[src/hw/ibt_pkg.sv]
// Purpose: Shared constants for the instrument bus talker/listener.
// Assumes: Bus lines are presented active high (negative pin logic inverted outside).
// Notes: Command codes follow the standard bus message encoding.
package ibt_pkg;

    localparam logic [7:0] CMD_GTL = 8'h01;
    localparam logic [7:0] CMD_SDC = 8'h04;
    localparam logic [7:0] CMD_GET = 8'h08;
    localparam logic [7:0] CMD_DCL = 8'h14;
    localparam logic [7:0] CMD_SPE = 8'h18;
    localparam logic [7:0] CMD_SPD = 8'h19;
    localparam logic [7:0] CMD_UNL = 8'h3f;
    localparam logic [7:0] CMD_UNT = 8'h5f;
    localparam logic [2:0] GRP_UCG = 3'h1;
    localparam logic [2:0] GRP_LAG = 3'h2;
    localparam logic [2:0] GRP_LAG2 = 3'h3;
    localparam logic [2:0] GRP_TAG = 3'h4;
    localparam logic [2:0] GRP_TAG2 = 3'h5;
    localparam logic [4:0] ADDR_MASK_ALL = 5'h1f;

    localparam int EVT_COUNT = 6;
    localparam int EVT_DATA_IN = 0;
    localparam int EVT_DATA_OUT = 1;
    localparam int EVT_CLEAR = 2;
    localparam int EVT_TRIGGER = 3;
    localparam int EVT_POLL = 4;
    localparam int EVT_RLC = 5;

    typedef enum logic [1:0] {
        IBT_AH_IDLE = 2'b00,
        IBT_AH_READY = 2'b01,
        IBT_AH_ACCEPT = 2'b10,
        IBT_AH_WAIT = 2'b11
    } ibt_ah_t;

    typedef enum logic [1:0] {
        IBT_SH_IDLE = 2'b00,
        IBT_SH_SETTLE = 2'b01,
        IBT_SH_VALID = 2'b10,
        IBT_SH_DONE = 2'b11
    } ibt_sh_t;

endpackage : ibt_pkg

[src/hw/ibt_events.sv]
// Purpose: Sticky interrupt causes with a combined request output.
// Assumes: Set and clear strobes are one-cycle pulses on clk.
// Notes: A set in the same cycle as its clear wins.
`timescale 1ns/10ps
module ibt_events
    import ibt_pkg::*;
(
    input wire logic clk,
    input wire logic reset,
    input wire logic [EVT_COUNT-1:0] set,
    input wire logic [EVT_COUNT-1:0] clear,
    output logic [EVT_COUNT-1:0] pending,
    output logic irq
);

    genvar i;
    generate
        for (i = 0; i < EVT_COUNT; i++) begin : g_evt
            always_ff @(posedge clk or posedge reset) begin
                if (reset) begin
                    pending[i] <= 1'b0;
                end else if (set[i]) begin
                    pending[i] <= 1'b1;
                end else if (clear[i]) begin
                    pending[i] <= 1'b0;
                end
            end
        end
    endgenerate

    // Registered so the request pin is glitch free; it is built from set and clear so it tracks pending with no lag.
    always_ff @(posedge clk or posedge reset) begin
        if (reset) begin
            irq <= 1'b0;
        end else begin
            irq <= |(pending & ~clear) | (|set);
        end
    end

endmodule : ibt_events

[src/hw/ibt_sync.sv]
// Purpose: Three-stage synchroniser for bus lines, change on agreement.
// Assumes: Inputs are asynchronous to clk.
// Notes: The first stage feeds only the second stage.
`timescale 1ns/10ps
module ibt_sync #(
    parameter int WIDTH = 1
) (
    input wire logic clk,
    input wire logic reset,
    input wire logic [WIDTH-1:0] din,
    output logic [WIDTH-1:0] dout
);

    logic [WIDTH-1:0] stage1;
    logic [WIDTH-1:0] stage2;
    logic [WIDTH-1:0] stage3;

    always_ff @(posedge clk or posedge reset) begin
        if (reset) begin
            stage1 <= '0;
            stage2 <= '0;
            stage3 <= '0;
        end else begin
            stage1 <= din;
            stage2 <= stage1;
            stage3 <= stage2;
        end
    end

    // A bit only moves once the later two stages agree, filtering one-cycle glitches.
    genvar i;
    generate
        for (i = 0; i < WIDTH; i++) begin : g_bit
            always_ff @(posedge clk or posedge reset) begin
                if (reset) begin
                    dout[i] <= 1'b0;
                end else if (stage2[i] == stage3[i]) begin
                    dout[i] <= stage3[i];
                end
            end
        end
    endgenerate

endmodule : ibt_sync

[src/hw/ibt_talker_listener.sv]
// Purpose: Bus talker/listener with hardware addressing and handshake.
// Assumes: Bus lines active high inside; open-drain pins use low-true enables.
// Notes: Processor port is a simple strobe interface on clk.
`timescale 1ns/10ps
module ibt_talker_listener
    import ibt_pkg::*;
(
    input wire logic clk,
    input wire logic reset,
    input wire logic [4:0] my_address,
    input wire logic [7:0] bus_data_in,
    output logic [7:0] bus_data_out,
    output logic bus_data_oe_n,
    input wire logic bus_atn,
    input wire logic bus_ren,
    input wire logic bus_ifc,
    input wire logic bus_dav_in,
    output logic bus_dav_out,
    output logic bus_dav_oe_n,
    input wire logic bus_nrfd_in,
    output logic bus_nrfd_out,
    output logic bus_nrfd_oe_n,
    input wire logic bus_ndac_in,
    output logic bus_ndac_out,
    output logic bus_ndac_oe_n,
    input wire logic cpu_read,
    output logic [7:0] cpu_data_in,
    input wire logic cpu_write,
    input wire logic [7:0] cpu_data_out,
    input wire logic [EVT_COUNT-1:0] cpu_ack,
    output logic [EVT_COUNT-1:0] event_pending,
    output logic remote,
    output logic talker,
    output logic listener,
    output logic irq
);

    // ------------------------------------------------------------------
    // Input synchronisation
    // ------------------------------------------------------------------
    logic [7:0] s_data;
    logic s_atn;
    logic s_ren;
    logic s_ifc;
    logic s_dav;
    logic s_nrfd;
    logic s_ndac;

    ibt_sync #(.WIDTH(14)) u_sync (
        .clk(clk),
        .reset(reset),
        .din({bus_data_in, bus_atn, bus_ren, bus_ifc, bus_dav_in, bus_nrfd_in, bus_ndac_in}),
        .dout({s_data, s_atn, s_ren, s_ifc, s_dav, s_nrfd, s_ndac})
    );

    // ------------------------------------------------------------------
    // Acceptor handshake
    // ------------------------------------------------------------------
    ibt_ah_t ah_state;
    logic byte_strobe;
    logic [7:0] rx_byte;
    logic rx_atn;
    logic in_full;
    logic ah_active;
    logic tx_taken;

    // Commands are always accepted; data only when addressed to listen.
    // Autonomous acceptance.
    assign ah_active = s_atn | listener;

    always_ff @(posedge clk or posedge reset) begin
        if (reset) begin
            ah_state <= IBT_AH_IDLE;
            byte_strobe <= 1'b0;
            rx_byte <= 8'h00;
            rx_atn <= 1'b0;
        end else begin
            byte_strobe <= 1'b0;
            case (ah_state)
                IBT_AH_IDLE: begin
                    if (ah_active && !s_dav && (s_atn || !in_full)) begin
                        ah_state <= IBT_AH_READY;
                    end
                end
                IBT_AH_READY: begin
                    // A full input register withdraws readiness once the command phase ends.
                    if (!ah_active || (!s_atn && in_full)) begin
                        ah_state <= IBT_AH_IDLE;
                    end else if (s_dav) begin
                        rx_byte <= s_data;
                        rx_atn <= s_atn;
                        byte_strobe <= 1'b1;
                        ah_state <= IBT_AH_ACCEPT;
                    end
                end
                IBT_AH_ACCEPT: begin
                    ah_state <= IBT_AH_WAIT;
                end
                IBT_AH_WAIT: begin
                    if (!s_dav) begin
                        ah_state <= IBT_AH_IDLE;
                    end
                end
                default: begin
                    ah_state <= IBT_AH_IDLE;
                end
            endcase
        end
    end

    always_ff @(posedge clk or posedge reset) begin
        if (reset) begin
            bus_nrfd_out <= 1'b0;
            bus_nrfd_oe_n <= 1'b1;
            bus_ndac_out <= 1'b0;
            bus_ndac_oe_n <= 1'b1;
        end else begin
            bus_nrfd_out <= 1'b1;
            bus_ndac_out <= 1'b1;
            bus_nrfd_oe_n <= !(ah_active && ah_state != IBT_AH_READY);
            bus_ndac_oe_n <= !(ah_active && ah_state != IBT_AH_WAIT);
        end
    end

    // ------------------------------------------------------------------
    // Command decoding and addressing
    // ------------------------------------------------------------------
    logic is_cmd;
    logic is_universal;
    logic is_addressed_cmd;
    logic my_listen;
    logic my_talk;
    logic [EVT_COUNT-1:0] evt_set;
    logic [EVT_COUNT-1:0] evt_clear;

    assign is_cmd = byte_strobe && rx_atn;
    assign is_universal = is_cmd && (rx_byte[6:4] == GRP_UCG);
    assign is_addressed_cmd = is_cmd && (rx_byte[6:4] == 3'h0) && listener;
    assign my_listen = is_cmd && (rx_byte[6:5] == GRP_LAG[2:1])
        && (rx_byte[4:0] == my_address) && (my_address != ADDR_MASK_ALL);
    assign my_talk = is_cmd && (rx_byte[6:5] == GRP_TAG[2:1])
        && (rx_byte[4:0] == my_address) && (my_address != ADDR_MASK_ALL);

    always_ff @(posedge clk or posedge reset) begin
        if (reset) begin
            listener <= 1'b0;
            talker <= 1'b0;
        end else if (s_ifc) begin
            listener <= 1'b0;
            talker <= 1'b0;
        end else if (is_cmd) begin
            if (my_listen) begin
                listener <= 1'b1;
            end else if ({1'b0, rx_byte[6:0]} == CMD_UNL) begin
                listener <= 1'b0;
            end
            if (my_talk) begin
                talker <= 1'b1;
            end else if ((rx_byte[6:5] == GRP_TAG[2:1]) || ({1'b0, rx_byte[6:0]} == CMD_UNT)) begin
                talker <= 1'b0;
            end
        end
    end

    logic ren_prev;
    always_ff @(posedge clk or posedge reset) begin
        if (reset) begin
            remote <= 1'b0;
            ren_prev <= 1'b0;
        end else begin
            ren_prev <= s_ren;
            if (!s_ren) begin
                remote <= 1'b0;
            end else if (my_listen) begin
                remote <= 1'b1;
            end else if (is_addressed_cmd && {1'b0, rx_byte[6:0]} == CMD_GTL) begin
                remote <= 1'b0;
            end
        end
    end

    // Only chosen commands reach the processor as events.
    always_comb begin
        evt_set = '0;
        evt_set[EVT_DATA_IN] = byte_strobe && !rx_atn;
        evt_set[EVT_DATA_OUT] = tx_taken;
        evt_set[EVT_CLEAR] = (is_universal && {1'b0, rx_byte[6:0]} == CMD_DCL)
            || (is_addressed_cmd && {1'b0, rx_byte[6:0]} == CMD_SDC);
        evt_set[EVT_TRIGGER] = is_addressed_cmd && {1'b0, rx_byte[6:0]} == CMD_GET;
        evt_set[EVT_POLL] = is_universal
            && ({1'b0, rx_byte[6:0]} == CMD_SPE || {1'b0, rx_byte[6:0]} == CMD_SPD);
        // Remote enable dropped; go-to-local; listen while local.
        evt_set[EVT_RLC] = (ren_prev && !s_ren)
            || (remote && is_addressed_cmd && {1'b0, rx_byte[6:0]} == CMD_GTL)
            || (!remote && s_ren && my_listen);
    end

    always_comb begin
        evt_clear = cpu_ack;
        evt_clear[EVT_DATA_IN] = cpu_read;
        evt_clear[EVT_DATA_OUT] = cpu_write;
    end

    ibt_events u_events (
        .clk(clk),
        .reset(reset),
        .set(evt_set),
        .clear(evt_clear),
        .pending(event_pending),
        .irq(irq)
    );

    // ------------------------------------------------------------------
    // Data-in register
    // ------------------------------------------------------------------
    // Data byte forwarding.
    always_ff @(posedge clk or posedge reset) begin
        if (reset) begin
            cpu_data_in <= 8'h00;
            in_full <= 1'b0;
        end else if (byte_strobe && !rx_atn) begin
            cpu_data_in <= rx_byte;
            in_full <= 1'b1;
        end else if (cpu_read) begin
            in_full <= 1'b0;
        end
    end

    // ------------------------------------------------------------------
    // Source handshake
    // ------------------------------------------------------------------
    ibt_sh_t sh_state;
    logic out_full;
    logic [7:0] out_reg;

    always_ff @(posedge clk or posedge reset) begin
        if (reset) begin
            out_reg <= 8'h00;
        end else if (cpu_write) begin
            out_reg <= cpu_data_out;
        end
    end

    always_ff @(posedge clk or posedge reset) begin
        if (reset) begin
            sh_state <= IBT_SH_IDLE;
            out_full <= 1'b0;
            tx_taken <= 1'b0;
        end else begin
            tx_taken <= 1'b0;
            if (cpu_write) begin
                out_full <= 1'b1;
            end
            case (sh_state)
                IBT_SH_IDLE: begin
                    if (talker && !s_atn && out_full) begin
                        sh_state <= IBT_SH_SETTLE;
                    end
                end
                IBT_SH_SETTLE: begin
                    if (s_atn || !talker) begin
                        sh_state <= IBT_SH_IDLE;
                    end else if (!s_nrfd) begin
                        sh_state <= IBT_SH_VALID;
                    end
                end
                IBT_SH_VALID: begin
                    if (!s_ndac) begin
                        sh_state <= IBT_SH_DONE;
                        out_full <= cpu_write;
                        tx_taken <= 1'b1;
                    end
                end
                IBT_SH_DONE: begin
                    sh_state <= IBT_SH_IDLE;
                end
                default: begin
                    sh_state <= IBT_SH_IDLE;
                end
            endcase
        end
    end

    always_ff @(posedge clk or posedge reset) begin
        if (reset) begin
            bus_data_out <= 8'h00;
            bus_data_oe_n <= 1'b1;
            bus_dav_out <= 1'b0;
            bus_dav_oe_n <= 1'b1;
        end else begin
            bus_data_out <= out_reg;
            bus_data_oe_n <= !(sh_state == IBT_SH_SETTLE || sh_state == IBT_SH_VALID);
            bus_dav_out <= 1'b1;
            bus_dav_oe_n <= !(sh_state == IBT_SH_VALID);
        end
    end

endmodule : ibt_talker_listener

[config.mk]
export PLATFORM = sky130hd
export DESIGN_NAME = ibt_talker_listener
export DESIGN_NICKNAME = d
export VERILOG_FILES = /design/src/hw/ibt_pkg.sv /design/src/hw/ibt_events.sv /design/src/hw/ibt_sync.sv /design/src/hw/ibt_talker_listener.sv
export SDC_FILE = /design/constraint.sdc
export NUM_CORES = 1
export LEC_CHECK = 0
export BUFFER_PORTS_ARGS = -buffer_cell sky130_fd_sc_hd__buf_2
export CAP_MARGIN = 0
export CORE_MARGIN = 5
export CORE_UTILIZATION = 49
export CTS_CLUSTER_SIZE = 14
export DETAILED_ROUTE_END_ITERATION = 12
export PLACE_DENSITY = 0.83
export SYNTH_ARGS = -nofsm -noshare
export SYNTH_HDL_FRONTEND = slang
export SYNTH_SLANG_ARGS = --single-unit
export TNS_END_PERCENT = 1
[constraint.sdc]
create_clock -name clk -period 3.1 [get_ports clk]
set_input_delay 0.31 -clock clk [delete_from_list [all_inputs] [get_ports clk]]
set_output_delay 0.31 -clock clk [all_outputs]
set_load 0.1 [all_outputs]
# Word-level counts from Yosys, hierarchy flattened
# Index checks and enable logic that the tools add are counted.
[classes] n_eq_ne=42 mux=41 bitwise_logic=5 reduce_logical=68
[op_table] cell="$mux 1" count=31
[op_table] cell="$logic_and 1x1->1" count=28
[op_table] cell="$eq 7x5->1 const B" count=3
[op_table] cell="$mux 2" count=8
[op_table] cell="$pmux 2 s4" count=2
[op_table] cell="$eq 1x1->1" count=14
[op_table] cell="$reduce_bool 2->1" count=7
[op_table] cell="$logic_not 1->1" count=12
[op_table] cell="$reduce_or 6->1" count=2
[op_table] cell="$eq 2x2->1 const B" count=5
[op_table] cell="$ne 2x2->1 const B" count=5
[op_table] cell="$logic_or 1x1->1" count=9
[op_table] cell="$reduce_and 3->1" count=3
[op_table] cell="$eq 7x1->1 const B" count=1
[op_table] cell="$eq 7x3->1 const B" count=1
[op_table] cell="$eq 7x4->1 const B" count=1
[op_table] cell="$eq 7x6->1 const B" count=1
[op_table] cell="$eq 7x7->1 const B" count=1
[op_table] cell="$and 6x6->6" count=1
[op_table] cell="$eq 2x1->1 const B" count=3
[op_table] cell="$ne 3x3->1 const B" count=2
[op_table] cell="$not 6->6" count=1
[op_table] cell="$reduce_bool 3->1" count=2
[op_table] cell="$eq 5x5->1" count=1
[op_table] cell="other kinds (9)" count=12
[word_totals] ff_bits=112 inputBits=37 out_inout_bits=33 wordCells=199

# Depth between registers and ports, before layout
# Gate-level depths: netlist of the first run.
[logic_depth] ltp_word=9 mapped_depth=6 depth_no_buf=6

# Cells and area by module
# From an unflattened synthesis of the first run, not the netlist that was laid out.
[unflattened] cells_unflattened=244 area_unflattened_um2=3920.0
[modules_own_cells] mod="ibt_talker_listener" instances=1 cells_per_inst=150 area_each_um2=2065.7 seq_area_each_um2=1256.2
[modules_own_cells] mod="ibt_sync" instances=1 cells_per_inst=71 area_each_um2=1562.7 seq_area_each_um2=1401.3
[modules_own_cells] mod="ibt_events" instances=1 cells_per_inst=23 area_each_um2=291.5 seq_area_each_um2=175.2

# Worst setup path after synthesis of the first run
# No wires, ideal clock.
[synth_path] path_kind="flip-flop to flip-flop" from="register listener" to="register rx_atn" setup_ps=125 arrival_time_ps=2041 t_required_ps=2975 slack_ps=933 path_stages_with_launch=5 n_path_buf=1 path_cell_list="dfrtp_1 > a21oi_1 > or4_4 > buf_6 > mux2_4"
[synth_between] elab_chain_cells=5
[synth_rtl] element="start: declaration" line_no="ibt_talker_listener.sv:34" text="output logic listener,"
[synth_rtl] element="start signal: assignment" line_no="ibt_talker_listener.sv:146" text="listener <= 1'b0;"
[synth_rtl] element="start signal: assignment" line_no="ibt_talker_listener.sv:149" text="listener <= 1'b0;"
[synth_rtl] element="start signal: assignment" line_no="ibt_talker_listener.sv:153" text="listener <= 1'b1;"
[synth_rtl] element="$or 1x1->1" line_no="ibt_talker_listener.sv:69" text="assign ah_active = s_atn | listener;"
[synth_rtl] element="$logic_not 1->1" line_no="ibt_talker_listener.sv:87" text="if (!ah_active || (!s_atn && in_full)) begin"
[synth_rtl] element="$logic_or 1x1->1" line_no="ibt_talker_listener.sv:87"
[synth_rtl] element="$not 1->1 (no line)"
[synth_rtl] element="$reduce_and 3->1 (no line)"
[synth_rtl] element="end signal: assignment" line_no="ibt_talker_listener.sv:91" text="rx_atn <= s_atn;"
[synth_rtl] element="end: declaration" line_no="ibt_talker_listener.sv:62" text="logic rx_atn;"
# Every way passes these cells.
# A chain may end at the register's enable or synchronous reset.

# Worst setup path in the final report of the first run
[layout_path] from="register rx_byte[6]" to="register remote"
[layout_between] elab_chain_cells=6
[layout_rtl] element="start: declaration" line_no="ibt_talker_listener.sv:61" text="logic [7:0] rx_byte;"
[layout_rtl] element="start signal: assignment" line_no="ibt_talker_listener.sv:90" text="rx_byte <= s_data;"
[layout_rtl] element="$eq 2x1->1" line_no="ibt_talker_listener.sv:139" text="assign my_listen = is_cmd && (rx_byte[6:5] == GRP_LAG[2:1])"
[layout_rtl] element="$logic_and 1x1->1" line_no="ibt_talker_listener.sv:139"
[layout_rtl] element="$logic_and 1x1->1 (2 in a row)" line_no="ibt_talker_listener.sv:140" text="&& (rx_byte[4:0] == my_address) && (my_address != ADDR_MASK_ALL);"
[layout_rtl] element="$mux 1" line_no="ibt_talker_listener.sv:174" text="end else if (my_listen) begin"
[layout_rtl] element="$mux 1" line_no="ibt_talker_listener.sv:172" text="if (!s_ren) begin"
[layout_rtl] element="end signal: assignment" line_no="ibt_talker_listener.sv:173" text="remote <= 1'b0;"
[layout_rtl] element="end signal: assignment" line_no="ibt_talker_listener.sv:175" text="remote <= 1'b1;"
[layout_rtl] element="end signal: assignment" line_no="ibt_talker_listener.sv:177" text="remote <= 1'b0;"
[layout_rtl] element="end: declaration" line_no="ibt_talker_listener.sv:32" text="output logic remote,"
# Parallel ways exist; a longest one is shown, timed or not.

==> results by group, run 1 <==
Setup path
  • Kind of critical path: flop to flop
  • WP data arrival: 2.00 ns
  • FF-to-FF setup slack: 1.34 ns
  • Startpoint types: flop
  • CP Data Required Time: 3.34 ns
  • Crit Path Max Fanout: 5
  • Worst setup EP type: flop

Placed design
  • Hpwl dp: 4430 um
  • GPL Wtd Cong: 0.781
  • Buffers on Ports: 67

Clocking
  • CTS Hold Bufs: 0
  • Clock sink total: 112
  • Postcts setup bufs: 0
  • Clock Root Buffer: clkbuf_8
  • Register clock-pin slew on the reported worst setup and hold paths: 0.10 ns
  • H-tree Lvls: 3
  • Worst-skew pair later-pin latency: 0.35 ns
  • Clk buf depth: 2
  • Post_cts resized: 0
  • Cts bufs inserted: 9
  • Clock tree from TritonCTS: built

Yosys
  • Top-area cell type share of the netlist area: 0.701
  • Synth Instances: 242
  • Register bit total from synthesis: 112
  • Area of the mapped netlist: 3850 um2
  • Count leader, synth: dfrtp_1
  • Post-synthesis xor/xnor area fraction: 0.00909
  • Yosys top cell by area: dfrtp_1
  • Mux contribution to synthesized area: 0.0808
  • EDFF count, synth: 0
  • Synth warn: 0
  • FFs w/ async S/R, synth: 1.00
  • Unique masters post-synth: 41
  • Ys flop type: dfrtp_1
  • Largest family of logic cells by synthesized area: multiplexers
  • Largest cells by area after synthesis: dfrtp_1 (70%), mux2_2 (5.0%), maj3_1 (3.6%)
  • Syn Area/Cell: 15.9 um2
  • Simple-gate share of the synthesized area: 0.0623
  • Synth Area in Compound Gates: 0.0422
  • Syn_nets: 283
  • Sequential element share of the synthesized area: 0.728
  • Post-synth top cells: dfrtp_1 (108), mux2_2 (17), inv_1 (16), maj3_1 (14), mux2_4 (8)
  • Synth Area in Adders: 0.0493

Drt
  • Routed Antenna Nets: 0
  • DR vias: 2076
  • Vias per Instance: 4.90
  • Drt first pass iters: 6
  • DRC: 0
  • First DRT Iteration DRCs: 59
  • Wire length per cell: 14.8 um
  • Drt total wl: 6290 um

Timing
  • Period utilization: 0.568
  • Fmax: 0.568 GHz
  • Clk_skew: 0.0101 ns
  • Unrepaired setup endpoints after global routing: false
  • Max_slew headroom: 0.579
  • Setup TNS: 0 ns
  • Pins over their slew limit: 0
  • Hold Violations, Final: 0
  • Min Hold Slack: 0.0317 ns
  • Minimum clock period: 1.76 ns
  • Setup violations, final: 0
  • Slew @ Worst Pin: 0.622 ns

Min path
  • Path category of the worst min-delay check: primary input to asynchronous set/reset pin

Global routing
  • Largest net degree at the start of global routing: 58
  • All-Layer GR Usage: 0.140
  • Total gr overflow: 0
  • First-pass GRT wire length: 10900 um
  • Antenna violations before repair: 0
  • Vias in the first global route: 2220

Power
  • PwrDens: 907 nW/um2
  • Leak pwr: 2.16 nW
  • VDD IR max: 0.411 mV

Layout
  • Layout cells sized above 1: 0.370
  • Diode count: 0
  • Number of nets in the layout: 358
  • Layout area overhead: 16.8%

Floorplanning
  • Num rows: 32
  • Die Height: 98.7 um
  • Chip width: 98.7 um
  • Initial core utilization: 0.501
  • Boundary pin count: 70
  • Core Footprint: 7690 um2
  • Die footprint: 9740 um2

Run
  • Max_cap viols: 0

Status
  • Outcome: finished clean
==> where the power goes <==
| group | internal (mW) | switching [mW] |
|---|---|---|
| combinational | 0.339 | 0.983 |
| clock | 0.400 | 0.436 |
| sequential | 1.72 | 0.211 |
| total | 2.46 | 1.63 |
==> metrics by stage <==
| stage | area (um2) | std cells | worst slack [ns] | util | power, mW |
|---|---|---|---|---|---|
| floorplan | 3860 | 242 | 0.933 | - | 3.03 |
| global placement | 4310 | 408 | 1.47 | 0.561 | 3.23 |
| detailed placement | 4310 | 408 | 1.37 | 0.561 | 3.29 |
| CTS | 4500 | 424 | 1.37 | 0.586 | 4.13 |
| global route | 4500 | 424 | 1.22 | 0.586 | 4.28 |
| finish | 4500 | 424 | 1.34 | 0.586 | 4.09 |
==> layer usage <==
metal / share of wire / GRT usage
met4: 0.012 / 0.0410
met3: 0.066 / 0.0594
met5: 0 / 0
met2: 0.47 / 0.206
met1: 0.45 / 0.193
==> final timing paths <==
check	endpoint	depth (start not counted)	start
min	u_sync.stage1[3]	2	reset
max	remote	4	rx_byte[6]
min in group clk	u_sync.stage1[3]	1	bus_ifc
min reg2reg	u_sync.stage2[0]	0	u_sync.stage1[0]
max reg2reg	remote	4	rx_byte[6]
max in group asynchronous	u_events.pending[4]	3	reset
==> cell type report <==
type,instances,area [um2]
clock inverter,2,38.8
timing repair buffer,70,370
tap,102,128
sequential,112,2810
clock buffer,14,153
fill,618,3180
multi-input combinational,108,943
inverter,16,63.8
==> critical path, stage by stage (launching register included) <==
cell	delay (ns)
dfrtp_1	0.42
and3b_1	0.34
nor4b_1	0.55
a31o_2	0.26
a21boi_0	0.08
==> cells in the final DEF (no fill, tap or decap), drive strengths merged, types with 3 or more instances in the layout <==
cell type  count
a21oi          4
a31oi          3
buf           70
clkbuf        14
dfrtp        108
dfstp          4
ha             4
inv           15
maj3          14
mux2          25
nand2          6
nand3b         3
nand4b         3
nor2b          5
nor4b          3
o21ai          4
or2            3
xor2           4
==> cell families after synthesis <==
family | count (synthesis)
buffers and inverters | 22
muxes | 25
DFF | 112
AOI/OAI and AO/OA | 24
and+or+nand+nor | 36
other | 1
adders and majority gates | 18
xor gates and xnor gates | 4
(Power assumes the default switching activity.)
==> run 2, diff against run 1 <==
==> constraint.sdc (replaced) <==
create_clock -name clk -period 1.49 [get_ports clk]
set_input_delay 0.149 -clock clk [delete_from_list [all_inputs] [get_ports clk]]
set_output_delay 0.149 -clock clk [all_outputs]
set_load 0.1 [all_outputs]
==> results by group, run 2 (synthesis results as in run 1) <==
Status
  • Outcome: complete, but fails checks
  • Failing checks: setup timing

Setup path
  • Worst setup EP type: flop
  • Kind of critical path: flop to flop
  • WP data arrival: 1.86 ns
  • CP Data Required Time: 1.78 ns
  • Crit Path Max Fanout: 7
  • Startpoint types: flop

Global routing
  • GR Layer Usage met1: 0.189
  • GR met3 Demand/Resource: 0.0304
  • Vias in the first global route: 2313
  • All-Layer GR Usage: 0.146
  • Met2 Use GR: 0.236
  • Largest net degree at the start of global routing: 64
  • Top Usage Layer GRT: met2
  • Total gr overflow: 0
  • Antenna violations before repair: 0
  • First-pass GRT wire length: 11200 um

Layout
  • Commonest non-fill, non-tap cell in the layout: dfrtp_1
  • Register area: 2810 um2
  • Post-layout util: 0.634
  • Fill count: 573
  • Multi-input logic area: 977 um2
  • Finished Cell Area: 4870 um2
  • Layout area overhead: 26.4%
  • Diode count: 0
  • Most frequent cells in the layout: dfrtp_1 (105), buf_2 (63), dlygate4sd3_1 (23), mux2_2 (17)
  • Fin cells: 459
  • Layout cells sized above 1: 0.412
  • Number of nets in the layout: 393

Clocking
  • Register clock-pin slew on the reported worst setup and hold paths: 0.10 ns
  • Worst-skew pair later-pin latency: 0.37 ns
  • H-tree Lvls: 3
  • Cts bufs inserted: 9
  • Clock sink total: 112
  • Clock Root Buffer: clkbuf_8
  • Postcts setup bufs: 0
  • Clk buf depth: 2
  • Clock tree from TritonCTS: built

Drt
  • DRC: 0
  • Wire length per cell: 14.6 um
  • Drt total wl: 6700 um
  • Drt first pass iters: 4
  • Routed Antenna Nets: 0
  • Vias per Instance: 4.85
  • First DRT Iteration DRCs: 107
  • DR vias: 2228

Floorplanning
  • Die Height: 98.7 um
  • Die footprint: 9740 um2
  • Chip width: 98.7 um
  • Initial core utilization: 0.501
  • Core Footprint: 7690 um2
  • Boundary pin count: 70
  • Num rows: 32

Timing
  • Min Hold Slack: 0.0649 ns
  • Pins over their slew limit: 0
  • Minimum clock period: 1.56 ns
  • Setup TNS: -0.525 ns
  • Hold Violations, Final: 0
  • Setup ws final: -0.0740 ns
  • Period utilization: 1.05
  • Clk_skew: 0.00801 ns
  • Setup violations, final: 13
  • Fmax: 0.639 GHz
  • Unrepaired setup endpoints after global routing: true

Placed design
  • GPL Wtd Cong: 0.832
  • Hpwl dp: 4690 um
  • Placed instance count: 420
  • Post-place setup slack: -0.0380 ns
  • Buffers on Ports: 67
  • DP Area: 4420 um2

Power
  • Pwr Total: 8.65 mW
  • PwrDens: 1780 nW/um2
  • VDD IR max: 0.909 mV
  • Leak pwr: 2.31 nW

Min path
  • Path category of the worst min-delay check: primary input to flop

Run
  • Max_cap viols: 0
[run 2: path summary, 6_finish.rpt]
check                           cells after the start  slack (ns)                   to        startpoint
worst max-delay path                                5       -0.07             listener        rx_byte[3]
worst min-delay path                                3        0.06  u_events.pending[3]        cpu_ack[3]
worst min register to register                      0        0.36     u_sync.stage2[7]  u_sync.stage1[7]
max in group asynchronous                           4        0.74         bus_dav_oe_n             reset
min in group asynchronous                           4        0.40     u_sync.stage1[3]             reset
worst max register to register                      5       -0.07             listener        rx_byte[3]
[run 2: layout make-up]
class | count | area share
multi-input combinational | 108 | 0.201
clock buffer | 9 | 0.0254
tap | 102 | 0.0262
sequential | 112 | 0.577
timing repair buffer | 105 | 0.146
inverter | 16 | 0.0131
clock inverter | 7 | 0.0110
[run 2: what timing repair did]
item,in CTS,in global routing
resized for setup,7,8
setup endpoints to repair,15,18
hold buffers,22,1
pin swaps,2,0
hold endpoints to repair,129,1
[run 2: power by group]
group / leakage [nW] / internal, mW / switching [mW] / total, mW
registers: 1.33 / 3.58 / 0.438 / 4.02
logic: 0.892 / 0.866 / 2.14 / 3.00
clock network: 0.0822 / 0.620 / 1.02 / 1.64
total: 2.31 / 5.06 / 3.59 / 8.65
[run 2: metal layers]
metal / vias up / wire (um)
met3: 11 / 281
met4: 0 / 142
met2: 53 / 3350
met5: - / 0
met1: 1110 / 2930
li1: 1054 / -
[run 2: critical path, cell delays in order, from the launching register on]
cell and delay [ns]:
dfrtp_1 0.50, xor2_1 0.22, nor4_2 0.29, buf_4 0.18, nand4_1 0.13, a21oi_2 0.17
==> run 3, diff against run 2 <==
--- a/config.mk
+++ b/config.mk
@@ -12,6 +12,7 @@
 export CTS_CLUSTER_SIZE = 14
 export DETAILED_ROUTE_END_ITERATION = 12
 export PLACE_DENSITY = 0.83
+export SETUP_SLACK_MARGIN = 0.2
 export SYNTH_ARGS = -nofsm -noshare
 export SYNTH_HDL_FRONTEND = slang
 export SYNTH_SLANG_ARGS = --single-unit
==> results by group, run 3 (synthesis results as in run 1) <==
Power
  • Combinational share of power: 0.361
  • Switching pwr: 3.64 mW
  • Sequential Power Share: 0.456
  • Pwr Total: 8.92 mW
  • Leak pwr: 2.34 nW
  • VDD IR max: 0.975 mV
  • Clk pwr share: 0.183
  • PwrDens: 1780 nW/um2
  • Sw frac: 0.408
  • Internal Pwr Total: 5.28 mW

Floorplanning
  • Core Footprint: 7690 um2
  • Chip width: 98.7 um
  • Die Height: 98.7 um
  • Boundary pin count: 70
  • Initial core utilization: 0.501
  • Die footprint: 9740 um2
  • Num rows: 32

Setup path
  • Endpoint of the worst register-to-register path: listener
  • Worst setup EP type: flop
  • Critical Path, Cell by Cell: xor2_1 -> nor4_2 -> buf_4 -> nand4_1 -> a21oi_2
  • R2r startpoint: rx_byte[2]
  • WP data arrival: 1.84 ns
  • Kind of critical path: flop to flop
  • Count of buffer and inverter cells on the critical path: 1
  • CP top delay family: flip-flops
  • Crit Path Max Fanout: 6
  • CP Data Required Time: 1.78 ns
  • R2R depth: 5
  • CP max-delay cell: dfrtp_2
  • Highest cell delay on the worst timing path: 0.48 ns
  • Startpoint types: flop
  • FF-to-FF setup slack: -0.06 ns

Placed design
  • Placed instance count: 420
  • Buffers on Ports: 67
  • Post-place setup slack: -0.0380 ns
  • Hpwl dp: 4690 um
  • GPL Wtd Cong: 0.832

Drt
  • DRC: 0
  • Wire length per cell: 15.0 um
  • Routed Antenna Nets: 0
  • Drt total wl: 6880 um
  • Drt first pass iters: 4
  • First DRT Iteration DRCs: 116
  • DR vias: 2255
  • Vias per Instance: 4.91

Global routing
  • First-pass GRT wire length: 11400 um
  • Antenna violations before repair: 0
  • All-Layer GR Usage: 0.149
  • Vias in the first global route: 2336
  • Total gr overflow: 0
  • Largest net degree at the start of global routing: 64

Timing
  • Setup ws final: -0.0621 ns
  • Hold Violations, Final: 0
  • Unrepaired setup endpoints after global routing: true
  • Setup TNS: -0.357 ns
  • Period utilization: 1.04
  • Setup violations, final: 12
  • Clk_skew: 0.00501 ns
  • Minimum clock period: 1.55 ns
  • Fmax: 0.644 GHz
  • Pins over their slew limit: 0

Layout
  • Most frequent cells in the layout: dfrtp_1 (103), buf_4 (38), buf_2 (34), dlygate4sd3_1 (23), mux2_2 (17)
  • Layout cells sized above 1: 0.426
  • Fin cells: 459
  • Diode count: 0
  • Commonest non-fill, non-tap cell in the layout: dfrtp_1
  • Number of nets in the layout: 393
  • Layout area overhead: 30.2%

Min path
  • Hold Path End: u_events.pending[3]
  • Path category of the worst min-delay check: primary input to flop
  • Worst Min Path Start: cpu_ack[3]
  • Worst hold path depth: 3

Clocking
  • Cts bufs inserted: 9
  • Worst-skew pair later-pin latency: 0.36 ns
  • Clock tree from TritonCTS: built
  • Clk buf depth: 2
  • Clock Root Buffer: clkbuf_8
  • Postcts setup bufs: 0
  • Register clock-pin slew on the reported worst setup and hold paths: 0.10 ns
  • H-tree Lvls: 3
  • Clock sink total: 112

Run
  • Max_cap viols: 0

Status
  • Failing checks: setup timing
  • Outcome: complete, but fails checks
[run 3: stage by stage]
| step | hold WS [ns] | utilization | instance area [um2] |
|---|---|---|---|
| global route | 0.0596 | 0.653 | 5020 |
| finish | 0.0630 | 0.653 | 5020 |
| CTS | 0.00251 | 0.646 | 4970 |
| detailed placement | 0.251 | 0.575 | 4420 |
| global placement | 0.241 | 0.575 | 4420 |
| floorplan | 0.180 | - | 3860 |
[run 3: layout make-up]
type                       instances  area (um2)
clock buffer                       9         124
clock inverter                     7        53.8
fill                             556        2670
inverter                          16        63.8
multi-input combinational        108         986
sequential                       112        2810
tap                              102         128
timing repair buffer             105         851
[run 3: worst min-delay path: cells and delay by family]
kind                   cells  cell delay, ns
buffers and inverters      1            0.07
and+or+nand+nor            2            0.17
[run 3: routing by layer]
layer  track usage  routed length, um
met1         0.190               2900
met2         0.244               3550
met3        0.0290                283
met4        0.0735                140
met5             0                  0
[run 3: repair_timing]
| action | CTS | global route |
|---|---|---|
| hold buffers | 22 | 1 |
| endpoints found under the setup margin | 48 | 37 |
| gates resized for setup | 53 | 13 |
| hold endpoints to repair | 129 | 1 |
| pin swaps | 5 | 0 |
[run 3: how the worst max path moves through the flow]
stage                     start          to  slack (ns)  depth (start not counted)
global placement        in_full  rx_byte[1]      0.0007                          4
floorplan              listener      rx_atn       -0.33                          4
finish               rx_byte[2]    listener       -0.06                          5
CTS                     in_full  rx_byte[5]       -0.06                          4
detailed placement   rx_byte[6]      remote       -0.04                          4
global route        ah_state[0]  rx_byte[3]        -0.1                          3
[run 3: power groups by stage]
stage | Clock, mW | Sequential (mW) | Combinational (mW)
6_report | 1.63 | 4.06 | 3.22
3_3_place_gp | 0 | 3.99 | 2.85
2_1_floorplan | 0 | 5.40 | 0.893
3_5_place_dp | 0 | 4.03 | 2.92
5_1_grt | 1.80 | 4.13 | 3.37
4_1_cts | 1.67 | 4.04 | 3.17
